[src/idl_pkg.sv]
// package: register map, reset values and widths of the isolated digital i/o port
package idl_pkg;
  localparam int idl_in_width = 8;
  localparam int idl_out_width = 7;
  localparam logic [11:0] idl_polarity_off = 12'h000;
  localparam logic [11:0] idl_output_off = 12'h004;
  localparam logic [11:0] idl_input_off = 12'h008;
  localparam logic [11:0] idl_latch_off = 12'h00c;
  localparam logic [11:0] idl_latch_clear_off = 12'h010;
  localparam logic [11:0] idl_irq_status_off = 12'h014;
  localparam logic [11:0] idl_irq_mask_off = 12'h018;
  localparam logic [7:0] idl_polarity_reset = 8'h00;
  localparam logic [6:0] idl_output_reset = 7'h00;
  localparam logic [7:0] idl_mask_reset = 8'h00;
  localparam logic [7:0] idl_status_reset = 8'h00;
  localparam logic [31:0] idl_rdata_reset = 32'h0000_0000;
endpackage : idl_pkg

[src/idl_input_qualify.sv]
// per-channel polarity qualification and sticky latch of the isolated inputs
`timescale 1ns/100ps
`default_nettype none
module idl_input_qualify #(
  parameter int width = 8
) (
  input wire logic pclk,
  input wire logic presetn,
  input wire logic [width-1:0] raw_in,
  input wire logic [width-1:0] polarity,
  input wire logic [width-1:0] clear_mask,
  output logic [width-1:0] asserted,
  output logic [width-1:0] latch,
  output logic [width-1:0] rise_event
);
  typedef struct packed {
    logic [width-1:0] asserted;
    logic [width-1:0] latch;
    logic [width-1:0] rise_event;
  } idl_qual_state_type;

  idl_qual_state_type state;
  idl_qual_state_type next_state;

  always_comb begin
    next_state = state;
    for (int n = 0; n < width; n++) begin
      // polarity 1: high is asserted; polarity 0: low is asserted
      next_state.asserted[n] = polarity[n] ? raw_in[n] : ~raw_in[n];
      next_state.rise_event[n] = next_state.asserted[n] & ~state.asserted[n];
      // set wins over clear so an edge in the clear cycle is kept
      if (next_state.rise_event[n]) begin
        next_state.latch[n] = 1'b1;
      end else if (clear_mask[n]) begin
        next_state.latch[n] = 1'b0;
      end
    end
  end

  always_ff @(posedge pclk or negedge presetn) begin
    if (!presetn) begin
      state <= '0;
    end else begin
      state <= next_state;
    end
  end

  assign asserted = state.asserted;
  assign latch = state.latch;
  assign rise_event = state.rise_event;
endmodule // idl_input_qualify
`default_nettype wire

[src/idl_port.sv]
// top of the isolated digital i/o port: apb registers, outputs, inputs, latches, interrupt
//
// How it works
// - an eight-bit polarity register has bit n choose the active sense of input channel n.
// - a channel whose polarity bit is zero counts as asserted while its input is low.
// - a channel whose polarity bit is one counts as asserted while its input is high.
// - reading the polarity register returns the stored eight-bit setting.
// - seven open-collector outputs follow bits zero to six of the written output value.
// - an output is off when its bit is zero and on when its bit is one.
// - the last written output value reads back unchanged.
// - a live input read returns each channel with its polarity applied, bit n for channel n.
// - one latch bit per input channel is reported as a byte, bit n for channel n.
// - the latch byte has its polarity applied: a bit sets when its channel becomes asserted.
// - writing ones to the latch clear register clears those latches; zero means cleared.
//
// Local design decisions: the placing of the registers and the APB register port.
`timescale 1ns/100ps
`default_nettype none
module idl_port #(
  parameter int in_width = idl_pkg::idl_in_width,
  parameter int out_width = idl_pkg::idl_out_width
) (
  input wire logic pclk,
  input wire logic presetn,
  input wire logic psel,
  input wire logic penable,
  input wire logic pwrite,
  input wire logic [11:0] paddr,
  input wire logic [31:0] pwdata,
  input wire logic [3:0] pstrb,
  output logic [31:0] prdata,
  output logic pready,
  output logic pslverr,
  input wire logic [in_width-1:0] isolated_inputs,
  output logic [out_width-1:0] oc_out,
  output logic [out_width-1:0] oc_out_en,
  output logic irq
);
  // ==========================================================
  // state
  typedef struct packed {
    logic [in_width-1:0] input_polarity_byte;
    logic [out_width-1:0] output_value_byte;
    logic [in_width-1:0] irq_status;
    logic [in_width-1:0] irq_mask;
    logic [31:0] rdata;
    logic slverr;
    logic irq;
  } idl_port_state_type;

  idl_port_state_type state;
  idl_port_state_type next_state;

  logic [in_width-1:0] asserted;
  logic [in_width-1:0] latch;
  logic [in_width-1:0] rise_event;
  logic [in_width-1:0] clear_mask;
  logic access;
  logic wr;

  // decode of the mapped offsets, used only by the error flag
  function automatic logic idl_is_mapped(input logic [11:0] a);
    idl_is_mapped = (a == idl_pkg::idl_polarity_off) || (a == idl_pkg::idl_output_off) ||
                    (a == idl_pkg::idl_input_off) || (a == idl_pkg::idl_latch_off) ||
                    (a == idl_pkg::idl_latch_clear_off) || (a == idl_pkg::idl_irq_status_off) ||
                    (a == idl_pkg::idl_irq_mask_off);
  endfunction

  // ==========================================================
  // input qualification and latches
  idl_input_qualify #(
    .width(in_width)
  ) u_qualify (
    .pclk(pclk),
    .presetn(presetn),
    .raw_in(isolated_inputs),
    .polarity(state.input_polarity_byte),
    .clear_mask(clear_mask),
    .asserted(asserted),
    .latch(latch),
    .rise_event(rise_event)
  );

  // ==========================================================
  // apb access, zero wait states
  assign access = psel & penable;
  assign wr = access & pwrite & pstrb[0];
  assign pready = 1'b1;

  always_comb begin
    clear_mask = '0;
    if (wr && paddr == idl_pkg::idl_latch_clear_off) begin
      clear_mask = pwdata[in_width-1:0];
    end
  end

  always_comb begin
    next_state = state;
    next_state.slverr = 1'b0;
    if (wr) begin
      if (paddr == idl_pkg::idl_polarity_off) begin
        next_state.input_polarity_byte = pwdata[in_width-1:0];
      end else if (paddr == idl_pkg::idl_output_off) begin
        next_state.output_value_byte = pwdata[out_width-1:0];
      end else if (paddr == idl_pkg::idl_irq_mask_off) begin
        next_state.irq_mask = pwdata[in_width-1:0];
      end else if (paddr == idl_pkg::idl_irq_status_off) begin
        next_state.irq_status = state.irq_status & ~pwdata[in_width-1:0];
      end
    end
    // a rising channel in the clearing cycle stays pending
    next_state.irq_status = next_state.irq_status | rise_event;
    next_state.irq = |(next_state.irq_status & next_state.irq_mask);
    // read data is registered; rdata is taken at the edge ending the setup phase from this value
    next_state.rdata = 32'h0000_0000;
    if (psel && !penable && !pwrite) begin
      if (paddr == idl_pkg::idl_polarity_off) begin
        next_state.rdata[in_width-1:0] = state.input_polarity_byte;
      end else if (paddr == idl_pkg::idl_output_off) begin
        next_state.rdata[out_width-1:0] = state.output_value_byte;
      end else if (paddr == idl_pkg::idl_input_off) begin
        next_state.rdata[in_width-1:0] = asserted;
      end else if (paddr == idl_pkg::idl_latch_off) begin
        next_state.rdata[in_width-1:0] = latch;
      end else if (paddr == idl_pkg::idl_irq_status_off) begin
        next_state.rdata[in_width-1:0] = state.irq_status;
      end else if (paddr == idl_pkg::idl_irq_mask_off) begin
        next_state.rdata[in_width-1:0] = state.irq_mask;
      end
    end
    if (psel && !penable && !idl_is_mapped(paddr)) begin
      next_state.slverr = 1'b1;
    end
  end

  always_ff @(posedge pclk or negedge presetn) begin
    if (!presetn) begin
      state.input_polarity_byte <= idl_pkg::idl_polarity_reset;
      state.output_value_byte <= idl_pkg::idl_output_reset;
      state.irq_status <= idl_pkg::idl_status_reset;
      state.irq_mask <= idl_pkg::idl_mask_reset;
      state.rdata <= idl_pkg::idl_rdata_reset;
      state.slverr <= 1'b0;
      state.irq <= 1'b0;
    end else begin
      state <= next_state;
    end
  end

  // ==========================================================
  // outputs
  assign prdata = state.rdata;
  assign pslverr = state.slverr & access;
  // open collector: pin pulled low while on, released while off
  assign oc_out = '0;
  assign oc_out_en = state.output_value_byte;
  assign irq = state.irq;
endmodule // idl_port
`default_nettype wire

[config.mk]
export PLATFORM = sky130hd
export DESIGN_NAME = idl_port
export DESIGN_NICKNAME = d
export VERILOG_FILES = /design/src/idl_pkg.sv /design/src/idl_input_qualify.sv /design/src/idl_port.sv
export SDC_FILE = /design/constraint.sdc
export NUM_CORES = 1
export LEC_CHECK = 0
export BUFFER_PORTS_ARGS = -buffer_cell sky130_fd_sc_hd__buf_4
export CAP_MARGIN = 20
export CELL_PAD_IN_SITES_DETAIL_PLACEMENT = 2
export CELL_PAD_IN_SITES_GLOBAL_PLACEMENT = 2
export CORE_UTILIZATION = 28
export CTS_BUF_LIST = sky130_fd_sc_hd__clkbuf_16
export DETAILED_ROUTE_END_ITERATION = 6
export GPL_TIMING_DRIVEN = 0
export MAX_ROUTING_LAYER = met4
export PLACE_DENSITY = 0.86
export RECOVER_POWER = 50
export SETUP_SLACK_MARGIN = 0.3
export SYNTH_ARGS = -nofsm -noshare
export SYNTH_HDL_FRONTEND = slang
export SYNTH_HIERARCHICAL = 1
export SYNTH_SLANG_ARGS = --single-unit
[constraint.sdc]
create_clock -name pclk -period 0.97 [get_ports pclk]
set_input_delay 0 -clock pclk [delete_from_list [all_inputs] [get_ports pclk]]
set_output_delay 0 -clock pclk [all_outputs]
set_load 0.005 [all_outputs]
# ---- After elaboration in Yosys (flattened, before gate mapping)
# Cells that the tools add are included.
dict set report totals {
  regBits 65
  latchBits 0
  mem_bits_rw 0
  romBits 0
  input_bits 61
  out_inout_bits 49
  wordCells 121
  mem_count 0
}
dict set report classes {
  add_sub_neg 0
  n_mul 0
  div_mod_pow 0
  order_cmp 0
  eq_ne 6
  shifts 0
  muxes 40
  n_bitwise 33
  reduce_logical 25
}
# cell n
set ops {}
lappend ops {{two-way mux 8 bit} 10}
lappend ops {{two-way mux 16 bit} 3}
lappend ops {{== test 12 x 5 -> 1 bit, second input constant} 3}
lappend ops {{two-way mux 1 bit} 26}
lappend ops {{== test 12 x 4 -> 1 bit, second input constant} 2}
lappend ops {{NOT 1 bit} 17}
lappend ops {{bitwise AND 8 bit} 2}
lappend ops {{nonzero test 2 bit} 8}
lappend ops {{bitwise AND 1 bit} 12}
lappend ops {{== test 12 x 3 -> 1 bit, second input constant} 1}
lappend ops {{zero test 12 bit} 1}
lappend ops {{NOT 8 bit} 1}
lappend ops {{OR 8 bit} 1}
lappend ops {{OR reduction 8 bit} 1}
lappend ops {{two-way mux 7 bit} 1}
lappend ops {{logical OR 1 bit} 6}
lappend ops {{logical AND 1 bit} 4}
lappend ops {{zero test 1 bit} 3}
lappend ops {{AND reduction 3 bit} 1}
lappend ops {{AND reduction 2 bit} 1}

# ---- Logic depth before layout (Yosys ltp)
# Gate-level depths: netlist (run 1).
dict set report depth {
  depth_word 10
  mapped_depth 7
  depth_no_buf 5
}

# ---- By module
# The synthesis (run 1) kept the hierarchy.
# module instances cells_each area_each_um2 seq_area_each_um2
set modules_own_cells {}
lappend modules_own_cells {idl_port 1 227 2468.6 1026.0}
lappend modules_own_cells {idl_input_qualify 1 64 810.8 600.6}

# ---- Worst setup path before layout (run 1)
# OpenSTA, ideal clock, no wires.
dict set report synth_timing {
  path_kind {input to register}
  startpoint {input paddr[5]}
  endpoint {register, netlist name irq}
  setup_time_ns 0.135
  arrival_ns 1.719
  required_ns 0.835
  path_slack_ns -0.884
  stages 6
  n_path_buf 1
  cell_sequence {or4b_4 -> buf_6 -> nor4_4 -> mux2_2 -> a22oi_1 -> nand4_1}
}
# element line_no
set synth_lines {}
lappend synth_lines {{start, declared} idl_port.sv:28} ;# input wire logic [11:0] paddr,

==> results of run 1 <==
==> timing repair <==
action | in CTS | in global routing
endpoints found under the hold margin | 114 | 103
gates resized for setup | 98 | 67
endpoints found under the setup margin | 82 | 82
gates cloned | 2 | 0
pin swaps | 20 | 43
setup buffers | 29 | 15
==> metal layers <==
| metal | vias to the layer above | wire, um | track usage (%) |
|---|---|---|---|
| met5 | - | 0 | - |
| met4 | 0 | 624 | 10.3 |
| met3 | 36 | 582 | 4.94 |
| met2 | 111 | 7320 | 40.0 |
| met1 | 1434 | 4640 | 22.8 |
| li1 | 1218 | - | - |
==> power by group <==
| group | total, mW | leakage [nW] | internal [mW] | switching (mW) |
|---|---|---|---|---|
| combinational | 0.622 | 1.69 | 0.293 | 0.329 |
| clock | 3.47 | 0.150 | 2.22 | 1.25 |
| sequential | 2.78 | 0.793 | 2.75 | 0.0341 |
| total | 6.87 | 2.64 | 5.26 | 1.61 |
==> worst max-delay path by stage <==
stage	from	depth (start not counted)	slack, ns	end
2_1_floorplan	paddr[5]	6	-0.88	irq
3_3_place_gp	paddr[5]	7	-1.39	irq
3_5_place_dp	paddr[5]	7	-1.44	irq
4_1_cts	paddr[6]	8	-0.76	irq
5_1_grt	paddr[0]	7	-0.85	irq
6_report	paddr[0]	7	-0.83	irq
==> logic make-up (layout without fill, tap and decap cells) <==
family	after synthesis	after routing
multiplexers	24	24
other	2	32
XOR/XNOR	8	8
AND/OR/NAND/NOR	62	62
buffers and inverters	78	192
AO/OA/AOI/OAI	52	52
flip-flops	65	65
==> synthesized netlist by cell type (2+ instances only) <==
library cell  number  share of area (%)
xor2_1             8                2.1
or4b_1             2               0.61
a211o_1            5                1.3
a21oi_1            3               0.46
nor3_1             2               0.31
conb_1             2               0.23
o21ai_0            5               0.76
nor4_4             4                2.6
a31oi_1            9                1.7
inv_1             26                3.0
and2_1             8                1.5
buf_4             47                 11
mux2_2            24                8.2
nor3_4             2               0.99
or2_2              2               0.38
nor2_1            25                2.9
nand4_1            2               0.38
a222oi_1           7                2.1
a22oi_1           11                2.5
buf_6              2               0.69
dfrtp_1           65                 50
nand2_1            3               0.34
nand2b_1           2               0.38
o22ai_1            8                1.5
==> flip-flops by register name, summed over array words and instances, names as in the netlist <==
| name | cells |
|---|---|
| state | 25 |
| u_qualify/rise_event | 8 |
| u_qualify/asserted | 8 |
| u_qualify/latch | 8 |
| prdata | 8 |
| irq | 1 |
| oc_out_en | 7 |
==> final cells by class <==
cell class                 instances  area share (%)
multi-input combinational        178            31.8
sequential                        65            30.0
timing repair buffer              98            18.6
buffer                            52            8.81
clock buffer                       9            4.15
tap                              143            3.30
inverter                          26            1.80
clock inverter                     7            1.57
==> results.md, run 1 <==
- Status: finished with violations
- Failing checks: negative hold slack, negative setup slack
- Worst-Margin Slew: 0.929 ns
- Most used cells in the layout excluding fill and tap cells: 71 x buf_4, 65 x buf_6, 63 x dfrtp_1
- Final HPWL DP: 6.52 mm
- Clock Tree Root: clkbuf_16
- DIE AREA: 0.0121 mm^2
- Reg2reg end: prdata[6]
- Dominant synthesized flop cell: dfrtp_1
- R2r setup slk: -0.37 ns
- Wirelength, routed: 13.2 mm
- Synth warn: 6
- Async SR Flop Fraction: 100%
- Final Util: 47.5%
- Initial antenna violation count: 0
- Crit path time final: 1.80 ns
- Residual DRC: 0
- Number of flops mapped to enable cells by yosys: 0
- Crit. End Element: register
- Worst Skew: 0.00977 ns
- Sequential cell area: 0.00163 mm^2
- Final GP Congestion: 0.768
- DRT Pass-1 Iters: 4
- Clock-pin slew on the worst setup and hold paths: 0.06 ns
- Wire per inst: 22.8 um
- Post-Synth Simple-Gate Area: 13.5%
- CP Launch Type: primary input
- Crit path kind: primary input to register
- Most common cell after layout, fill and taps aside: buf_4
- Die H: 110 um
- Row count: 39
- CP max stage cell: or4b_4
- Clock latency on the worst-skew pair: 0.34 ns
- Antenna-violating nets left: 0
- R2R cell count: 3
- Setup violators final: 51
- Initial Util: 28.7%
- CP max stage delay: 0.59 ns
- GR Overflow Total: 0
- Fill cell count: 1150
- H-Tree Depth: 3
- Max frequency: 556 MHz
- Largest family of logic cells by synthesized area: buffers and inverters
- Multi-input logic area: 0.00173 mm^2
- Fin cells: 578
- Placeable Area: 0.0114 mm^2
- Post-synthesis sequential area ratio: 49.6%
- Vias in the first global route: 3046
- Seq cells post-synth: 65
- Crit path cell chain: buf_8 > or4b_4 > nor4_4 > buf_6 > mux2_4 > a22oi_2 > nand4_1
- Final Net Count: 491
- Mapped Area: 0.00328 mm^2
- Buf/Inv on CP: 2
- Post-Synth Adder-Cell Area: 0%
- Cell Pwr Density: 1270 mW/mm^2
- Vias per cell: 4.84
- Clk buf depth: 2
- Fin Setup TNS: -25.81 ns
- Clock sink total: 65
- Synth Area in XOR/XNOR: 2.14%
- Fraction of layout cells with a size suffix above 1: 57.7%
- Design Power: 6.87 mW
- First-pass GRT wire length: 18.1 mm
- Die W: 110 um
- Lkg Pwr: 2.64 nW
- Crit path arrival time: 1.97 ns
- Period utilisation layout: 186%
- Finished Cell Area: 0.00543 mm^2
- VDD IR-drop max: 0.00126 V
- CTS buffer count: 9
- CTS tree: yes
- Worst hold slack: -0.175 ns
- Mux contribution to synthesized area: 8.24%
- Max-Cap Viols: 0
- Area grow syn2layout: 65.5%
- Placement-stage cell area: 0.00395 mm^2
- Overall Global Routing Usage: 22.1%
- Diode count: 0
- Critical R2R Launch: state[40]
- Vias post-DR: 2799
- Final hold vios: 104
- Cells after DPL: 514
- Avg Inst Size Synth: 11.3 um^2
- Crit-path max FO: 5
- Number of DRC markers in iteration 0: 193
- Compound-cell area share of the yosys netlist: 11.5%
- Synth Instances: 291
- Cell family with most CP delay: simple AND/OR/NAND/NOR gates
- Final slew viol count: 0
- Synth unique cells: 41
- Largest net degree at the start of global routing: 66
- RSZ-0062 raised after global routing: yes
- HP Class: primary input to async pin
- Final worst slack: -0.829 ns
- Count of buffers from port buffering: 50
- CP Data Required Time: 1.14 ns
- Cts hold-fix bufs: 2
- Place WS: -1.44 ns
- # IOs: 110
- Relative slew margins: 38.1%
No activity file was read; power rests on OpenSTA's default activity.
==> run 2, diff against run 1 <==
--- a/config.mk
+++ b/config.mk
@@ -9,8 +9,8 @@
 export CAP_MARGIN = 20
 export CELL_PAD_IN_SITES_DETAIL_PLACEMENT = 2
 export CELL_PAD_IN_SITES_GLOBAL_PLACEMENT = 2
+export CORE_ASPECT_RATIO = 0.5
 export CORE_UTILIZATION = 28
-export CTS_BUF_LIST = sky130_fd_sc_hd__clkbuf_16
 export DETAILED_ROUTE_END_ITERATION = 6
 export GPL_TIMING_DRIVEN = 0
 export MAX_ROUTING_LAYER = met4
==> run 2 against run 1 <==
Compared with the run above: the run still ends with negative hold slack, negative setup slack left; wire length rose by 23%; cell count rose by 2.4%; clock power is 7.5% lower; via count is 7.2% higher; clock skew decreased by 0.0014 ns; clock-buffer cell count up 2; maximum frequency about the same; sequential share of layout area is 0.11 points higher; hold slack worse by 0.0089 ns; register-to-register slack worse by 0.06 ns; first-iteration DRC count is 23% higher; critical path type unchanged; critical endpoint unchanged.
==> results.md, run 2 (synthesis results as in run 1) <==
- Clock-pin slew on the worst setup and hold paths: 0.06 ns
- Met1 WL: 6.92 mm
- Status: finished with violations
- Worst Skew: 0.00837 ns
- Placeable Area: 0.0112 mm^2
- Top Metal Used: met4
- Cell Pwr Density: 1230 mW/mm^2
- Final HPWL DP: 6.58 mm
- Failing checks: negative hold slack, negative setup slack
- CTS buffer count: 9
- Clock latency on the worst-skew pair: 0.35 ns
- Vias per cell: 5.07
- DR WL met3: 1.01 mm
- Crit path time final: 1.80 ns
- Comb pwr share: 9.6%
- Relative slew margins: 37.8%
- Crit path arrival time: 2.00 ns
- Area grow syn2layout: 65.3%
- Overall Global Routing Usage: 26.3%
- Initial antenna violation count: 0
- Pint: 4.89 mW
- Diode count: 0
- Vias post-DR: 3000
- CP startpoint: paddr[0]
- Antenna-violating nets left: 0
- Die H: 78.5 um
- Clk buf depth: 2
- DRT Pass-1 Iters: 7
- Period utilisation layout: 186%
- Cells after DPL: 530
- Worst-Margin Slew: 0.933 ns
- Max-Cap Viols: 0
- Max frequency: 555 MHz
- Crit-path max FO: 5
- Worst hold slack: -0.184 ns
- Crit path kind: primary input to register
- Met2 Wirelength: 7.75 mm
- Most flops, register: state
- Count of buffers from port buffering: 50
- GR Overflow Total: 0
- Fraction of layout cells with a size suffix above 1: 61.4%
- First-pass GRT wire length: 21.9 mm
- Residual DRC: 0
- Number of DRC markers in iteration 0: 238
- Largest net degree at the start of global routing: 66
- CTS tree: yes
- Fin cells: 592
- Cts hold-fix bufs: 2
- Final hold vios: 98
- Sequential Power Share: 42.1%
- Critical R2R Launch: u_qualify/rise_event[2]
- Wirelength, routed: 16.2 mm
- Sw Share: 26.3%
- Most used cells in the layout excluding fill and tap cells: 84 x buf_4, 60 x dfrtp_1, 46 x buf_6
- Most common cell after layout, fill and taps aside: buf_4
- Final GP Congestion: 0.749
- Die W: 155 um
- Max reg flops: 25
- VDD IR-drop max: 0.000828 V
- Clock sink total: 65
- Final slew viol count: 0
- Lkg Pwr: 2.62 nW
- # IOs: 110
- H-Tree Depth: 3
- Wire per inst: 27.4 um
- Final worst slack: -0.831 ns
- Crit. End Element: register
- Fill cell count: 1087
- CP Data Required Time: 1.16 ns
- CP Launch Type: primary input
- RSZ-0062 raised after global routing: yes
- DIE AREA: 0.0122 mm^2
- Clock Tree Root: clkbuf_16
- Place WS: -1.44 ns
- Initial Util: 29.3%
- Row count: 27
- NetSw: 1.75 mW
- Final Net Count: 489
- Setup violators final: 57
- Design Power: 6.64 mW
- Clock network power share: 48.3%
- Vias in the first global route: 3289
- HP Class: primary input to async pin
## run 2: cell types whose count changed in the layout (fill, tap and decap cells not counted), moves of 2 or more
cell       delta
a22oi_1       -3
a22oi_2       +3
buf_12        +4
buf_4        +13
buf_6        -19
bufinv_16     -2
clkbuf_8      +2
clkinv_1      -2
dfrtp_1       -3
dfrtp_2       +3
mux2_2        +2
mux2_4        -2
nor2_1        -6
nor2_2        +5
## run 2: cell type report
type                    instances  area (um^2)  share of cell area, %
inverters                      26         97.6                   1.80
flip-flops and latches         65         1630                   30.1
well taps                     159          199                   3.67
clock inverters                 5         30.0                  0.554
clock buffers                  11          253                   4.66
multi-input cells             178         1770                   32.7
repair buffers                 96          960                   17.7
plain buffers                  52          478                   8.82
## run 2: stage by stage
step | util (%) | area (um^2) | TNS (ns)
floorplan | - | 3400 | -29.87
global placement | 35.5 | 3970 | -54.17
detailed placement | 35.5 | 3970 | -55.53
CTS | 45.6 | 5100 | -23.00
global route | 48.5 | 5420 | -30.37
finish | 48.5 | 5420 | -29.45
## run 2: worst max-delay path, stage by stage
cell and delay (ns):
buf_8 0.10, or4b_4 0.57, nor4_4 0.33, buf_6 0.21, buf_12 0.12, mux2_4 0.32, a22oi_2 0.18, nand4_1 0.14
## run 2: per-layer routing
metal / vias to the layer above / GRT usage [%]
met3: 46 / 6.46
met2: 170 / 44.7
li1: 1210 / -
met5: - / -
met4: 0 / 13.5
met1: 1574 / 29.2
## run 2: path summary, 6_finish.rpt
| path | end | slack (ns) | depth (start not counted) |
|---|---|---|---|
| hold reg to reg | u_qualify/rise_event[4] | 0.53 | 1 |
| setup / recovery | irq | -0.83 | 8 |
| min in group pclk | state[47] | -0.06 | 2 |
| max in group asynchronous | oc_out_en[0] | 0.49 | 1 |
| hold / removal | prdata[1] | -0.18 | 1 |
| setup reg to reg | irq | -0.43 | 4 |
## run 2: what timing repair did
item	4_1_cts	5_1_grt
cloned	1	0
endpoints found under the hold margin	110	95
buffers inserted	31	12
pin swaps	23	35
endpoints found under the setup margin	82	82
gates resized for setup	115	47
## run 2: power groups by stage
stage	Clock [mW]	Sequential, mW	Combinational [mW]
after floorplan	0	2.82	0.218
after global placement	0	2.82	0.433
after detailed placement	0	2.82	0.447
after CTS	3.15	2.78	0.540
after global routing	3.36	2.80	0.676
final	3.21	2.80	0.638
==> run 3, diff against run 2 <==
--- a/config.mk
+++ b/config.mk
@@ -5,16 +5,18 @@
 export SDC_FILE = /design/constraint.sdc
 export NUM_CORES = 1
 export LEC_CHECK = 0
+export ABC_AREA = 1
 export BUFFER_PORTS_ARGS = -buffer_cell sky130_fd_sc_hd__buf_4
 export CAP_MARGIN = 20
 export CELL_PAD_IN_SITES_DETAIL_PLACEMENT = 2
 export CELL_PAD_IN_SITES_GLOBAL_PLACEMENT = 2
 export CORE_ASPECT_RATIO = 0.5
-export CORE_UTILIZATION = 28
+export CORE_UTILIZATION = 26
 export DETAILED_ROUTE_END_ITERATION = 6
 export GPL_TIMING_DRIVEN = 0
+export HOLD_SLACK_MARGIN = 0.12
 export MAX_ROUTING_LAYER = met4
-export PLACE_DENSITY = 0.86
+export PLACE_DENSITY = 0.87
 export RECOVER_POWER = 50
 export SETUP_SLACK_MARGIN = 0.3
 export SYNTH_ARGS = -nofsm -noshare
==> run 3 against run 2 <==
Compared with the run above: the run still ends with negative hold slack, negative setup slack left; synthesized cell count up 83%; maximum frequency increased by 23%; worst setup slack improved by 0.33 ns; sequential cell count stayed put; cell count increased by 56%; area after synthesis is 19% higher; cell area up 32%; sequential power up 2%; critical path type is now register to register; hold slack improved by 0.011 ns; via count rose by 51%; clock-buffer cell count up 1.
==> results.md, run 3 <==
- DRT Pass-1 Iters: 5
- Setup violators final: 51
- Async SR Flop Fraction: 100%
- Die W: 175 um
- Vias in the first global route: 4885
- Vias post-DR: 4517
- Vias per cell: 4.90
- Post-synthesis sequential area ratio: 41.6%
- Worst hold slack: -0.173 ns
- Most numerous cell in the Yosys netlist: nand2_1
- Count of buffers from port buffering: 50
- Residual DRC: 0
- CTS tree: yes
- Wire per inst: 27.2 um
- Most used cells in the layout excluding fill and tap cells: 106 x buf_4, 99 x nand2_1, 68 x buf_6
- Lkg Pwr: 3.59 nW
- Design Power: 7.20 mW
- Finished Cell Area: 0.00715 mm^2
- Most common cell after layout, fill and taps aside: buf_4
- Final hold vios: 70
- RSZ-0062 raised after global routing: yes
- Synth Instances: 533
- Crit path arrival time: 1.71 ns
- Number of flops mapped to enable cells by yosys: 0
- Wirelength, routed: 25.1 mm
- Fraction of layout cells with a size suffix above 1: 60.8%
- CP Launch Type: register
- # IOs: 110
- Synth area leaders: dfrtp_1 42%, nand2_1 15%, buf_4 9.2%
- Crit path kind: register to register
- Yosys top cell area share: 41.6%
- Synth warn: 6
- VDD IR-drop max: 0.000771 V
- Antenna-violating nets left: 0
- Overall Global Routing Usage: 29.0%
- Crit. End Element: register
- Clock latency on the worst-skew pair: 0.36 ns
- Largest net degree at the start of global routing: 66
- Placeable Area: 0.0146 mm^2
- Number of DRC markers in iteration 0: 267
- Die H: 88.7 um
- Final GP Congestion: 0.809
- HP Class: primary input to async pin
- Final HPWL DP: 10.0 mm
- DIE AREA: 0.0156 mm^2
- Most flops, register: state
- Fill cell count: 1596
- Max-Cap Viols: 0
- Placement-stage cell area: 0.00482 mm^2
- CP startpoint: state[47]
- Mapped Area: 0.00391 mm^2
- Crit-path max FO: 2
- Fin cells: 921
- Cell taking the most area after synthesis: dfrtp_1
- CTS buffer count: 9
- Cell Pwr Density: 1010 mW/mm^2
- Dominant synthesized flop cell: dfrtp_1
- Area grow syn2layout: 82.9%
- Relative slew margins: 33.6%
- Max frequency: 681 MHz
- Final Net Count: 779
- Clk buf depth: 2
- Final slew viol count: 0
- Place WS: -0.779 ns
- Clock sink total: 65
- Clock-pin slew on the worst setup and hold paths: 0.07 ns
- Avg Inst Size Synth: 7.33 um^2
- Crit path time final: 1.47 ns
- Worst-Margin Slew: 0.997 ns
- Seq cells post-synth: 65
- Final worst slack: -0.498 ns
- H-Tree Depth: 3
- CP Data Required Time: 1.21 ns
- GR Overflow Total: 0
- Critical R2R Launch: state[47]
- Row count: 31
- Status: finished with violations
- Initial antenna violation count: 3
- First-pass GRT wire length: 31.4 mm
- Initial Util: 26.8%
- Worst Skew: 0.0188 ns
- Failing checks: negative hold slack, negative setup slack
- Synth unique cells: 33
- Period utilisation layout: 151%
- Clock Tree Root: clkbuf_16
- Max reg flops: 25
- Cells after DPL: 811
- Most frequent cells after synthesis: 160 x nand2_1, 83 x inv_1, 65 x dfrtp_1, 48 x buf_4, 39 x nor2_1
[run 3: cell count changes in the layout (fill, tap and decap cells not counted), sizes merged, moves of 22 or more]
| cell | before | now |
|---|---|---|
| mux2 | 24 | 0 |
| buf | 145 | 187 |
| o21ai | 5 | 34 |
| nand3 | 0 | 31 |
| nor2 | 25 | 47 |
| nand2 | 4 | 173 |
| inv | 26 | 97 |
[run 3: what timing repair did]
action | in CTS | in global routing
pin swaps | 58 | 49
gates resized for setup | 171 | 176
gates cloned | 3 | 2
buffers inserted | 51 | 33
setup endpoints to repair | 82 | 82
hold endpoints to repair | 110 | 80
hold buffers | 8 | 1
[run 3: cell type report]
cell class                      count  area (um^2)  area share (%)
Multi-Input combinational cell    348         2590            36.3
Inverter                           97          448            6.27
Clock inverter                      1         5.00          0.0700
Clock buffer                       12          246            3.45
Tap cell                          198          248            3.47
Timing Repair Buffer              144         1450            20.3
Sequential cell                    65         1640            22.9
Antenna cell                        3         7.51           0.105
Buffer                             53          515            7.21
[run 3: logic make-up after synthesis]
| logic type | count (synthesis) | synth area share (%) |
|---|---|---|
| other cells | 2 | 0.192 |
| simple gates | 260 | 30.6 |
| flops | 65 | 41.6 |
| buf+inv | 150 | 19.3 |
| compound gates | 56 | 8.23 |
[run 3: final timing paths]
| kind | cells after the start | slack, ns | endpoint |
|---|---|---|---|
| max | 9 | -0.50 | irq |
| min | 1 | -0.17 | state[36] |
| max reg2reg | 9 | -0.50 | irq |
| min reg2reg | 2 | 0.52 | state[49] |
| max in group asynchronous | 1 | 0.42 | state[61] |
| min in group pclk | 3 | -0.09 | u_qualify/asserted[3] |
[run 3: power by group]
part | total [mW] | switching, mW | internal, mW | leakage (nW)
logic | 1.17 | 0.708 | 0.465 | 2.68
registers | 2.85 | 0.0772 | 2.78 | 0.786
clock network | 3.17 | 1.41 | 1.76 | 0.124
[run 3: metrics by stage]
stage          utilization [%]  setup TNS [ns]
6_report                  49.0           -9.40
3_3_place_gp              33.1          -21.83
5_1_grt                   49.0          -11.05
4_1_cts                   42.5           -4.28
3_5_place_dp              33.1          -24.13
2_1_floorplan                -           -1.87
[run 3: worst max-delay path, cell delays in order (launching register included)]
cell     delay (ns)
dfrtp_1        0.44
buf_4          0.17
nand2_1        0.09
nand2_2        0.06
nand2_1        0.09
nand3_2        0.12
nand2_1        0.13
nand2_1        0.07
nor2_1         0.10
nand2_1        0.07
[run 3: routing by layer]
metal | GRT usage, % | share of wire [%] | wire, um | up-vias
met1 | 34.1 | 43 | 10900 | 2329
met2 | 47.7 | 46 | 11600 | 204
li1 | - | - | - | 1916
met4 | 13.1 | 3.3 | 822 | 0
met3 | 7.13 | 6.9 | 1740 | 68
met5 | - | 0 | 0 | -
